$ cat src/ftic_pkg.sv
package ftic_pkg;

  // Operand and result widths.
  localparam int DW = 64;
  localparam int WW = 32;

  // Exponent thresholds: all ones marks infinity or NaN, above the limit is out of range.
  localparam logic [10:0] EXP_ALL_ONES = 11'h7ff;
  localparam logic [10:0] EXP_LARGE    = 11'h43e;

  // Right shift before rounding is 1086 - exponent, or 1085 for a denormal, clamped.
  localparam logic [11:0] SHIFT_BASE   = 12'h43e;
  localparam logic [11:0] SHIFT_DENORM = 12'h43d;
  localparam logic [11:0] SHIFT_MAX    = 12'h044;

  // Rounding mode encodings.
  localparam logic [1:0] RM_NEAREST = 2'h0;
  localparam logic [1:0] RM_ZERO    = 2'h1;
  localparam logic [1:0] RM_UP      = 2'h2;
  localparam logic [1:0] RM_DOWN    = 2'h3;

  // Saturated defaults and the fill of the unused upper word half.
  localparam logic [63:0] DW_MAX       = 64'h7fff_ffff_ffff_ffff;
  localparam logic [63:0] DW_MIN       = 64'h8000_0000_0000_0000;
  localparam logic [31:0] W_MAX        = 32'h7fff_ffff;
  localparam logic [31:0] W_MIN        = 32'h8000_0000;
  localparam logic [31:0] W_UPPER_FILL = 32'h0000_0000;

  // Register offsets.
  localparam logic [7:0] ADDR_CTRL   = 8'h00;
  localparam logic [7:0] ADDR_STATUS = 8'h04;

  // Conversion request from the pipeline.
  typedef struct packed {
    logic          valid;
    logic          word;
    logic          trunc;
    logic          record_bit;
    logic [DW-1:0] operand;
  } ftic_req_t;

  // Conversion answer to the pipeline.
  typedef struct packed {
    logic          valid;
    logic          write;
    logic [DW-1:0] data;
    logic          unavail;
    logic          cr1_valid;
    logic [3:0]    condition_field_one;
  } ftic_res_t;

  // Register port.
  typedef struct packed {
    logic [7:0]  addr;
    logic [31:0] wdata;
    logic        wr;
    logic        rd;
  } ftic_bus_t;

  // Control register, bits [2:0] of the control word.
  typedef struct packed {
    logic       invalid_op_enable;
    logic [1:0] rounding_mode_field;
  } ftic_ctrl_t;

  // Status flags, bits [6:0] of the status word.
  typedef struct packed {
    logic exception_summary_flag;
    logic overflow_flag;
    logic signaling_nan_invalid_flag;
    logic invalid_convert_flag;
    logic inexact_sticky;
    logic inexact_flag;
    logic rounded_up_flag;
  } ftic_flags_t;

  // Whole state of the converter.
  typedef struct packed {
    ftic_ctrl_t  ctrl;
    ftic_flags_t flags;
    ftic_res_t   res;
    logic [31:0] rd_data;
  } ftic_state_t;

  localparam ftic_state_t STATE_RESET = '0;

endpackage : ftic_pkg
$ cat src/ftic_convert.sv
// Local design decisions: the register offsets and the plain strobed port.
`timescale 1ns/100ps
module ftic_convert (
  input  wire logic                 clk,
  input  wire logic                 rst_n,
  input  wire logic                 clk_en,
  input  wire logic                 float_unit_enable,
  input  wire ftic_pkg::ftic_req_t  req,
  input  wire ftic_pkg::ftic_bus_t  bus,
  output      ftic_pkg::ftic_res_t  res,
  output      ftic_pkg::ftic_flags_t status_flags,
  output      logic [31:0]          rd_data
);
  import ftic_pkg::*;

  logic [1:0]  rst_sync_q;
  logic        rst_sys_n;
  ftic_state_t s_q;
  ftic_state_t s_d;

  logic        sign;
  logic [10:0] expo;
  logic [51:0] fracf;
  logic        is_special;
  logic        is_inf;
  logic        is_snan;
  logic        is_qnan;
  logic        is_big;
  logic [11:0] sh_full;
  logic [6:0]  sh;
  logic [67:0] pre;
  logic [67:0] shifted;
  logic [67:0] lost_mask;
  logic        lost;
  logic        gbit;
  logic        rbit;
  logic        xbit;
  logic [64:0] aligned;
  logic [1:0]  round_mode;
  logic        inc;
  logic [64:0] mag;
  logic [64:0] signed_val;
  logic        dw_oor;
  logic        w_oor;
  logic        oor;
  logic        invalid;
  logic [63:0] dw_default;
  logic [31:0] w_default;
  logic [63:0] conv_data;
  logic        conv_rounded;
  logic        conv_inexact;
  logic        exec;
  logic        neg_nonzero;

  // Two-flop release of the asynchronous reset.
  always_ff @(posedge clk or negedge rst_n)
  begin
    if (!rst_n)
      rst_sync_q <= 2'h0;
    else
      rst_sync_q <= {rst_sync_q[0], 1'b1};
  end

  assign rst_sys_n = rst_sync_q[1];

  // Operand decode into sign, exponent, fraction and special classes.
  assign sign       = req.operand[63];
  assign expo       = req.operand[62:52];
  assign fracf      = req.operand[51:0];
  assign is_special = (expo == EXP_ALL_ONES);
  assign is_inf     = is_special && (fracf == 52'h0_0000_0000_0000);
  assign is_snan    = is_special && !fracf[51] && !is_inf;
  assign is_qnan    = is_special && fracf[51];
  assign is_big     = !is_special && (expo > EXP_LARGE);

  // Shift distance; denormals and tiny values clamp so all bits fold into sticky.
  assign sh_full = (expo == 11'h000) ? SHIFT_DENORM : (SHIFT_BASE - {1'b0, expo});
  assign sh      = (sh_full > SHIFT_MAX) ? SHIFT_MAX[6:0] : sh_full[6:0];

  // Significand with leading zero, hidden bit, fraction, padding and guard/round/sticky slots.
  assign pre       = {1'b0, (expo != 11'h000), fracf, 11'h000, 3'h0};
  assign shifted   = pre >> sh;
  assign lost_mask = ~({68{1'b1}} << sh);
  assign lost      = |(pre & lost_mask);
  assign gbit      = shifted[2];
  assign rbit      = shifted[1];
  assign xbit      = shifted[0] | lost;
  assign aligned   = shifted[67:3];

  // Truncating variants ignore the programmed rounding field.
  assign round_mode = req.trunc ? RM_ZERO
                                : s_q.ctrl.rounding_mode_field;

  // Increment decision per rounding mode.
  always_comb
  begin
    case (round_mode)
      RM_NEAREST: inc = gbit && (aligned[0] || rbit || xbit);
      RM_ZERO:    inc = 1'b0;
      RM_UP:      inc = !sign && (gbit || rbit || xbit);
      RM_DOWN:    inc = sign && (gbit || rbit || xbit);
      default:    inc = 1'b0;
    endcase
  end

  // Rounded magnitude, then two's complement for negative operands.
  assign mag        = aligned + {64'h0000_0000_0000_0000, inc};
  assign signed_val = sign ? (~mag + 65'h0_0000_0000_0000_0001) : mag;

  // Range checks on the signed 65-bit value.
  assign dw_oor  = signed_val[64] ^ signed_val[63];
  assign w_oor   = !((&signed_val[64:31]) || !(|signed_val[64:31]));
  assign oor     = req.word ? w_oor : dw_oor;
  assign invalid = is_special || is_big || oor;

  // Saturated defaults: NaN and negative give the minimum, positive the maximum.
  assign dw_default = (is_snan || is_qnan || sign) ? DW_MIN : DW_MAX;
  assign w_default  = (is_snan || is_qnan || sign) ? W_MIN : W_MAX;

  // Destination value for the chosen width.
  always_comb
  begin
    if (req.word)
      conv_data = {W_UPPER_FILL, invalid ? w_default : signed_val[31:0]};
    else
      conv_data = invalid ? dw_default : signed_val[63:0];
  end

  // Invalid operands clear rounded and inexact.
  assign conv_rounded = !invalid && inc;
  assign conv_inexact = !invalid && (gbit || rbit || xbit);

  assign exec = req.valid && float_unit_enable;

  // A nonzero magnitude with the sign set must come out negative after negation.
  assign neg_nonzero = sign && (aligned != 65'h0_0000_0000_0000_0000);

  // Next-state: register port, then conversion effects on flags and answer.
  always_comb
  begin
    s_d               = s_q;
    s_d.res.valid     = 1'b0;
    s_d.res.write     = 1'b0;
    s_d.res.unavail   = 1'b0;
    s_d.res.cr1_valid = 1'b0;
    s_d.rd_data       = 32'h0000_0000;
    // Reads answer in the next cycle; unmapped offsets read zero.
    if (bus.rd)
    begin
      case (bus.addr)
        ADDR_CTRL:   s_d.rd_data = 32'(s_q.ctrl);
        ADDR_STATUS: s_d.rd_data = {23'h00_0000,
                                    s_q.flags.signaling_nan_invalid_flag | s_q.flags.invalid_convert_flag,
                                    s_q.ctrl.invalid_op_enable &
                                    (s_q.flags.signaling_nan_invalid_flag | s_q.flags.invalid_convert_flag),
                                    s_q.flags};
        default:     s_d.rd_data = 32'h0000_0000;
      endcase
    end
    // Writes to control and to the status flags.
    if (bus.wr && (bus.addr == ADDR_CTRL))
      s_d.ctrl = bus.wdata[2:0];
    if (bus.wr && (bus.addr == ADDR_STATUS))
      s_d.flags = bus.wdata[6:0];
    // A disabled float unit turns the request into an unavailable event.
    if (req.valid && !float_unit_enable)
    begin
      s_d.res.valid   = 1'b1;
      s_d.res.unavail = 1'b1;
    end
    else if (exec)
    begin
      // Flag updates win over a software write in the same cycle.
      s_d.flags.exception_summary_flag = s_d.flags.exception_summary_flag
        | (invalid && !s_d.flags.invalid_convert_flag)
        | (is_snan && !s_d.flags.signaling_nan_invalid_flag)
        | (conv_inexact && !s_d.flags.inexact_sticky);
      s_d.flags.rounded_up_flag            = conv_rounded;
      s_d.flags.inexact_flag               = conv_inexact;
      s_d.flags.inexact_sticky             = s_d.flags.inexact_sticky | conv_inexact;
      s_d.flags.invalid_convert_flag       = s_d.flags.invalid_convert_flag | invalid;
      s_d.flags.signaling_nan_invalid_flag = s_d.flags.signaling_nan_invalid_flag | is_snan;
      s_d.res.valid = 1'b1;
      // Enabled trap on an invalid operand leaves the destination untouched.
      s_d.res.write = !(invalid && s_q.ctrl.invalid_op_enable);
      s_d.res.data  = conv_data;
      if (req.word && req.record_bit)
      begin
        s_d.res.cr1_valid           = 1'b1;
        s_d.res.condition_field_one = {s_d.flags.exception_summary_flag,
                                       s_q.ctrl.invalid_op_enable &
                                       (s_d.flags.invalid_convert_flag | s_d.flags.signaling_nan_invalid_flag),
                                       s_d.flags.invalid_convert_flag | s_d.flags.signaling_nan_invalid_flag,
                                       s_d.flags.overflow_flag};
      end
    end
  end

  // State register; clock enable freezes everything. No result class field is kept.
  always_ff @(posedge clk or negedge rst_sys_n)
  begin
    if (!rst_sys_n)
      s_q <= STATE_RESET;
    else if (clk_en)
      s_q <= s_d;
  end

  assign res          = s_q.res;
  assign status_flags = s_q.flags;
  assign rd_data      = s_q.rd_data;

  // Truncating requests never round up.
  AST_TRUNC_NO_INC: assert property (@(posedge clk) disable iff (!rst_sys_n)
    clk_en && exec && req.trunc |=> !s_q.flags.rounded_up_flag)
    else $error("truncating conversion rounded up");

  // Infinity gives invalid-convert with rounded and inexact clear.
  AST_INF_FLAGS: assert property (@(posedge clk) disable iff (!rst_sys_n)
    clk_en && exec && is_inf |=> s_q.flags.invalid_convert_flag && !s_q.flags.rounded_up_flag
                                 && !s_q.flags.inexact_flag)
    else $error("infinity flags wrong");

  // Signaling NaN sets both invalid flags.
  AST_SNAN_FLAGS: assert property (@(posedge clk) disable iff (!rst_sys_n)
    clk_en && exec && is_snan |=> s_q.flags.invalid_convert_flag && s_q.flags.signaling_nan_invalid_flag
                                  && !s_q.flags.inexact_flag)
    else $error("signaling NaN flags wrong");

  // Quiet NaN leaves the signaling flag as it was.
  AST_QNAN_FLAGS: assert property (@(posedge clk) disable iff (!rst_sys_n)
    clk_en && exec && is_qnan && !bus.wr |=> s_q.flags.invalid_convert_flag
      && (s_q.flags.signaling_nan_invalid_flag == $past(s_q.flags.signaling_nan_invalid_flag)))
    else $error("quiet NaN flags wrong");

  // Large finite exponent saturates on the doubleword path.
  AST_LARGE_SAT: assert property (@(posedge clk) disable iff (!rst_sys_n)
    clk_en && exec && is_big && !req.word && !s_q.ctrl.invalid_op_enable
    |=> s_q.res.write && s_q.flags.invalid_convert_flag
        && (s_q.res.data == ($past(sign) ? DW_MIN : DW_MAX)))
    else $error("large operand default wrong");

  // NaN on the word path gives the minimum in the low half.
  AST_WORD_NAN: assert property (@(posedge clk) disable iff (!rst_sys_n)
    clk_en && exec && req.word && (is_snan || is_qnan) && !s_q.ctrl.invalid_op_enable
    |=> s_q.res.write && (s_q.res.data[31:0] == W_MIN))
    else $error("word NaN default wrong");

  // Enabled trap blocks the destination write.
  AST_TRAP_NOWRITE: assert property (@(posedge clk) disable iff (!rst_sys_n)
    clk_en && exec && invalid && s_q.ctrl.invalid_op_enable |=> s_q.res.valid && !s_q.res.write)
    else $error("trapped conversion wrote destination");

  // Disabled float unit answers with unavailable and no write, for one cycle.
  AST_UNAVAIL: assert property (@(posedge clk) disable iff (!rst_sys_n)
    clk_en && req.valid && !float_unit_enable ##1 clk_en && !req.valid
    |-> s_q.res.unavail && !s_q.res.write ##1 !s_q.res.unavail)
    else $error("unavailable answer wrong");

  // Inexact result leaves the sticky inexact flag set.
  AST_STICKY: assert property (@(posedge clk) disable iff (!rst_sys_n)
    clk_en && exec && conv_inexact |=> s_q.flags.inexact_flag && s_q.flags.inexact_sticky)
    else $error("inexact sticky not set");

  // Record bit on a word conversion loads the condition field.
  AST_RECORD: assert property (@(posedge clk) disable iff (!rst_sys_n)
    clk_en && exec && req.word && req.record_bit |=> s_q.res.cr1_valid
      && (s_q.res.condition_field_one[1] == (s_q.flags.invalid_convert_flag
                                             | s_q.flags.signaling_nan_invalid_flag)))
    else $error("condition field not loaded");

  // Exact doubleword conversion neither rounds nor loses the sign of a nonzero magnitude.
  AST_EXACT: assert property (@(posedge clk) disable iff (!rst_sys_n)
    clk_en && exec && !req.word && !invalid && !(gbit || rbit || xbit)
    |=> !s_q.flags.rounded_up_flag && !s_q.flags.inexact_flag
        && (s_q.res.data[63] == $past(neg_nonzero)))
    else $error("exact conversion changed");

endmodule : ftic_convert

$ cat config.mk
export PLATFORM = sky130hd
export DESIGN_NAME = ftic_convert
export DESIGN_NICKNAME = d
export VERILOG_FILES = /design/src/ftic_pkg.sv /design/src/ftic_convert.sv
export SDC_FILE = /design/constraint.sdc
export NUM_CORES = 1
export LEC_CHECK = 0
export ABC_AREA = 1
export ABC_CLOCK_PERIOD_IN_PS = 3100
export BUFFER_PORTS_ARGS = -buffer_cell sky130_fd_sc_hd__buf_2
export CELL_PAD_IN_SITES_DETAIL_PLACEMENT = 2
export CELL_PAD_IN_SITES_GLOBAL_PLACEMENT = 2
export CORE_AREA = 2 2 244 246
export CTS_CLUSTER_SIZE = 14
export DETAILED_ROUTE_END_ITERATION = 8
export DIE_AREA = 0 0 246 248
export PLACE_DENSITY = 0.89
export SLEW_MARGIN = 0
export SYNTH_ARGS = -nofsm -noshare
export SYNTH_HDL_FRONTEND = slang
export SYNTH_SLANG_ARGS = --single-unit
$ cat constraint.sdc
create_clock -name clk -period 3.1 [get_ports clk]
set_input_delay 0.31 -clock clk [delete_from_list [all_inputs] [get_ports clk]]
set_output_delay 0.31 -clock clk [all_outputs]
set_load 0.02 [all_outputs]
==> reports/metrics.yaml, run 1 <==
yosysUniqueCellTypes: 60
error: "[ERROR DPL-0033] detailed placement checks failed during check placement."
synth-main-ff-cell: "dfrtp_1"
place_congestion: 1.066
lastStage: "detailed placement (3_5_place_dp)"
io_pins: 225
ys_warn_count: 0
hpwl_um: 168000
initial_core_util_pct: 29.58
status: "stopped before the end"
yosys.area.top_type_share_pct: 23.51
ys_async_sr_fraction_pct: 100.0
yosysSeqAreaShare_pct: 13.46
io_buffers: 176
netlist_instances: 3277
ys_seq_elements: 93
ys_top_cells_by_area: "nand2_1, nand3_1, dfrtp_1"
rows: 89
synth_edf_count: 0
synth_top_cell_by_area: "nand2_1"
die_y_um: 248
die_w_um: 246
synth_area_mm2: 0.01729
avgSynthCellArea_um2: 5.277
## synthesized netlist by cell type (16+ instances only)
cell      instances
dfrtp_1          93
nand2_1        1083
nor2_1          366
nor2_4           16
inv_2            32
a21oi_1          54
xor2_1           25
buf_4           126
nand4_1         126
nor2_2           40
clkbuf_1         32
nand3_1         656
nand2_2          16
inv_1           242
nor3_1           18
o21ai_1          75
o21ai_0          63
buf_2            68
## stage by stage
| stage | setup TNS (ns) | instance area, um^2 |
|---|---|---|
| after global placement | -330.08 | 25380 |
| after floorplan | -254.84 | 17630 |
## kinds of logic after synthesis
| group | share of synthesized area [%] |
|---|---|
| xor+xnor | 1.512 |
| compound gates | 7.952 |
| simple gates | 60.98 |
| flops | 13.46 |
| mux | 0.1737 |
| fa+ha+maj | 0.5789 |
| buf+inv | 15.30 |
| other cells | 0.04343 |
==> inputs of run 2 (changes only) <==
--- a/config.mk
+++ b/config.mk
@@ -8,13 +8,10 @@
 export ABC_AREA = 1
 export ABC_CLOCK_PERIOD_IN_PS = 3100
 export BUFFER_PORTS_ARGS = -buffer_cell sky130_fd_sc_hd__buf_2
-export CELL_PAD_IN_SITES_DETAIL_PLACEMENT = 2
-export CELL_PAD_IN_SITES_GLOBAL_PLACEMENT = 2
-export CORE_AREA = 2 2 244 246
-export CTS_CLUSTER_SIZE = 14
+export CORE_AREA = 2 2 266 268
 export DETAILED_ROUTE_END_ITERATION = 8
-export DIE_AREA = 0 0 246 248
-export PLACE_DENSITY = 0.89
+export DIE_AREA = 0 0 268 270
+export PLACE_DENSITY_LB_ADDON = 0.15
 export SLEW_MARGIN = 0
 export SYNTH_ARGS = -nofsm -noshare
 export SYNTH_HDL_FRONTEND = slang
==> reports/metrics.yaml, run 2 <==
worstMarginPinSlew_ns: 0.8037
min_path_cells: 2
cts.sinks: 93
hpwl_um: 83650
ys_top_cells_by_count: "nand2_1, nand3_1, nor2_1"
cts-root-buf: "clkbuf_16"
die_w_um: 268
grt_pass1_vias: 24120
crit_type: "in -> reg"
clk_pin_slew_ns: 0.09
start_kind: "input pin"
power.switching_uw: 2557
fin_crit_sh_pct: 236.7
first_iter_violations: 2670
whs_ns: 0.1457
synthMostInstantiatedCell: "nand2_1"
period_needed_ns: 7.339
viasPerCell: 4.913
reg2reg_depth: 34
synth_area_mm2: 0.01729
grt_max_degree: 70
cts_tree: "done"
finalMaxSlewViolations: 0
clock.fmax_ghz: 0.1363
setup_viol: 73
ys_seq_elements: 93
ys_async_sr_fraction_pct: 100.0
finClkSkew_ns: 0.01891
combPwrFrac_pct: 54.9
vdd_drop_max_mv: 0.2934
syn2layout_area_growth_pct: 62.26
layout_commonest_cell: "buf_4"
antenna_cells: 0
ys_top_cells_by_area: "nand2_1, nand3_1, dfrtp_1"
place_congestion: 1.001
core_mm2: 0.06954
grt_pass1_wl_um: 148300
avgSynthCellArea_um2: 5.277
largest_reg_flops: 72
yosysUniqueCellTypes: 60
p_leak_uw: 0.01498
whs_endpoint: "res[5]"
relSlewSlack_pct: 46.42
crit_family: "simple AND/OR/NAND/NOR gates"
dieArea_mm2: 0.07236
seqPwrFrac_pct: 25.6
cts_inserted_buffers: 9
swShare_pct: 43.72
dr.pass1.iters: 8
max_stage_delay_ns: 0.30
p_per_area_mw_per_mm2: 208.5
hold_class: "in -> reg"
drive_gt1_share_pct: 37.21
netlist_instances: 3277
yosys.area.top_type_share_pct: 23.51
post-place-ws_ns: -5.119
violations: "setup timing"
rows: 97
p_total_uw: 5849
status: "finished, violations left"
totalWireLength_um: 99340
clock_latency_ns: 0.39
rr_endpoint: "res[54]"
reg2reg_slack_ns: -2.19
crit_path_end_kind: "flop"
cp.arrival_ns: 7.65
clock_power_share_pct: 19.5
finalSetupTns_ns: -303.20
power.internal_uw: 3292
synth_top_cell_by_area: "nand2_1"
drc_errors: 0
antenna_found_initial: 1
synth_edf_count: 0
drv_cap: 0
initial_core_util_pct: 24.86
layout_common_cells: "buf_4, nand2_1, nand3_1"
path_max_fanout: 8
cts_max_level: 3
ys_warn_count: 0
n_fill_cell: 7762
io_pins: 225
grt_setup_unrepaired: "yes"
worst-path-buf-inv: 16
ant_nets: 0
grt_overflow: 0
io_buffers: 176
fin_ws_ns: -4.239
hold_violations: 0
clockBufferDepth: 2
yosysSeqAreaShare_pct: 13.46
die_y_um: 270
synth-main-ff-cell: "dfrtp_1"
wl_per_cell_um: 18.80
required_ns: 3.41
track_usage_pct: 26.93
min_from: "float_unit_enable"
timing.rr.start: "s_q[111]"
vias: 25960
final_nets: 4460
cp_slowest_cell: "a2111oi_4"
run 2: worst max path at each step:
stage | startpoint | endpoint | slack [ns] | cells past startpoint
2_1_floorplan | req[54] | res[44] | -3.52 | 56
3_3_place_gp | req[52] | status_flags[1] | -5.18 | 59
3_5_place_dp | req[53] | res[12] | -5.12 | 58
4_1_cts | req[52] | res[54] | -4.08 | 61
5_1_grt | req[55] | res[54] | -4.70 | 62
6_report | req[52] | res[54] | -4.24 | 61
run 2: metal layers:
layer | global-route usage [%] | up-vias | wire length, um
li1 | - | 12790 | -
met1 | 38.74 | 12010 | 45970
met2 | 41.66 | 1013 | 42960
met3 | 3.255 | 144 | 7110
met4 | 8.042 | 2 | 3292
met5 | 0 | - | 8
run 2: worst register-to-register path, delay by kind of cell (launching register included):
kind,cells,cell delay [ns]
AND/OR/NAND/NOR,23,3.06
buffers and inverters,7,1.08
flip-flops,1,0.41
AO/OA/AOI/OAI,2,0.33
adder cells (fa/ha/maj),2,0.32
run 2: cell type report:
cell class | instances | area, um^2 | area share (%)
Clock inverter | 7 | 80.08 | 0.2854
Timing Repair Buffer | 1281 | 9759 | 34.78
Clock buffer | 9 | 225.2 | 0.8027
Tap cell | 940 | 1176 | 4.192
Sequential cell | 93 | 2331 | 8.308
Multi-Input combinational cell | 2676 | 13420 | 47.84
Inverter | 277 | 1062 | 3.786
run 2: what timing repair did:
item	in CTS	in global routing
hold buffers	1	0
gates resized for setup	151	117
pin swaps	58	46
endpoints found under the setup margin	73	73
endpoints found under the hold margin	2	0
gates cloned	5	3
setup buffers	42	15
run 2: cells by family (layout without fill, tap and decap cells):
logic type,Yosys count,after routing,share of synthesized area [%]
adder cells (fa/ha/maj),8,8,0.5789
AND/OR/NAND/NOR,2371,2371,60.98
flip-flops,93,93,13.46
AO/OA/AOI/OAI,241,241,7.952
buffers and inverters,530,1574,15.30
multiplexers,3,3,0.1737
XOR/XNOR,29,29,1.512
other,2,24,0.04343
run 2: power groups by stage:
stage               Combinational [uW]  Clock, uW  Sequential (uW)
global route                      3470       1220             1520
detailed placement                2870          0             1520
global placement                  2870          0             1520
floorplan                         1680          0             1500
CTS                               3070       1180             1500
finish                            3210       1140             1500
run 2: metrics by stage:
stage	std cells	instance area, um^2	utilization [%]
after global placement	5203	26180	37.65
after detailed placement	5203	26180	37.65
final	5283	28060	40.34
after global routing	5283	28060	40.34
after floorplan	3299	17630	-
after CTS	5265	27460	39.48
Note: power is estimated with default switching activity, not from simulation.
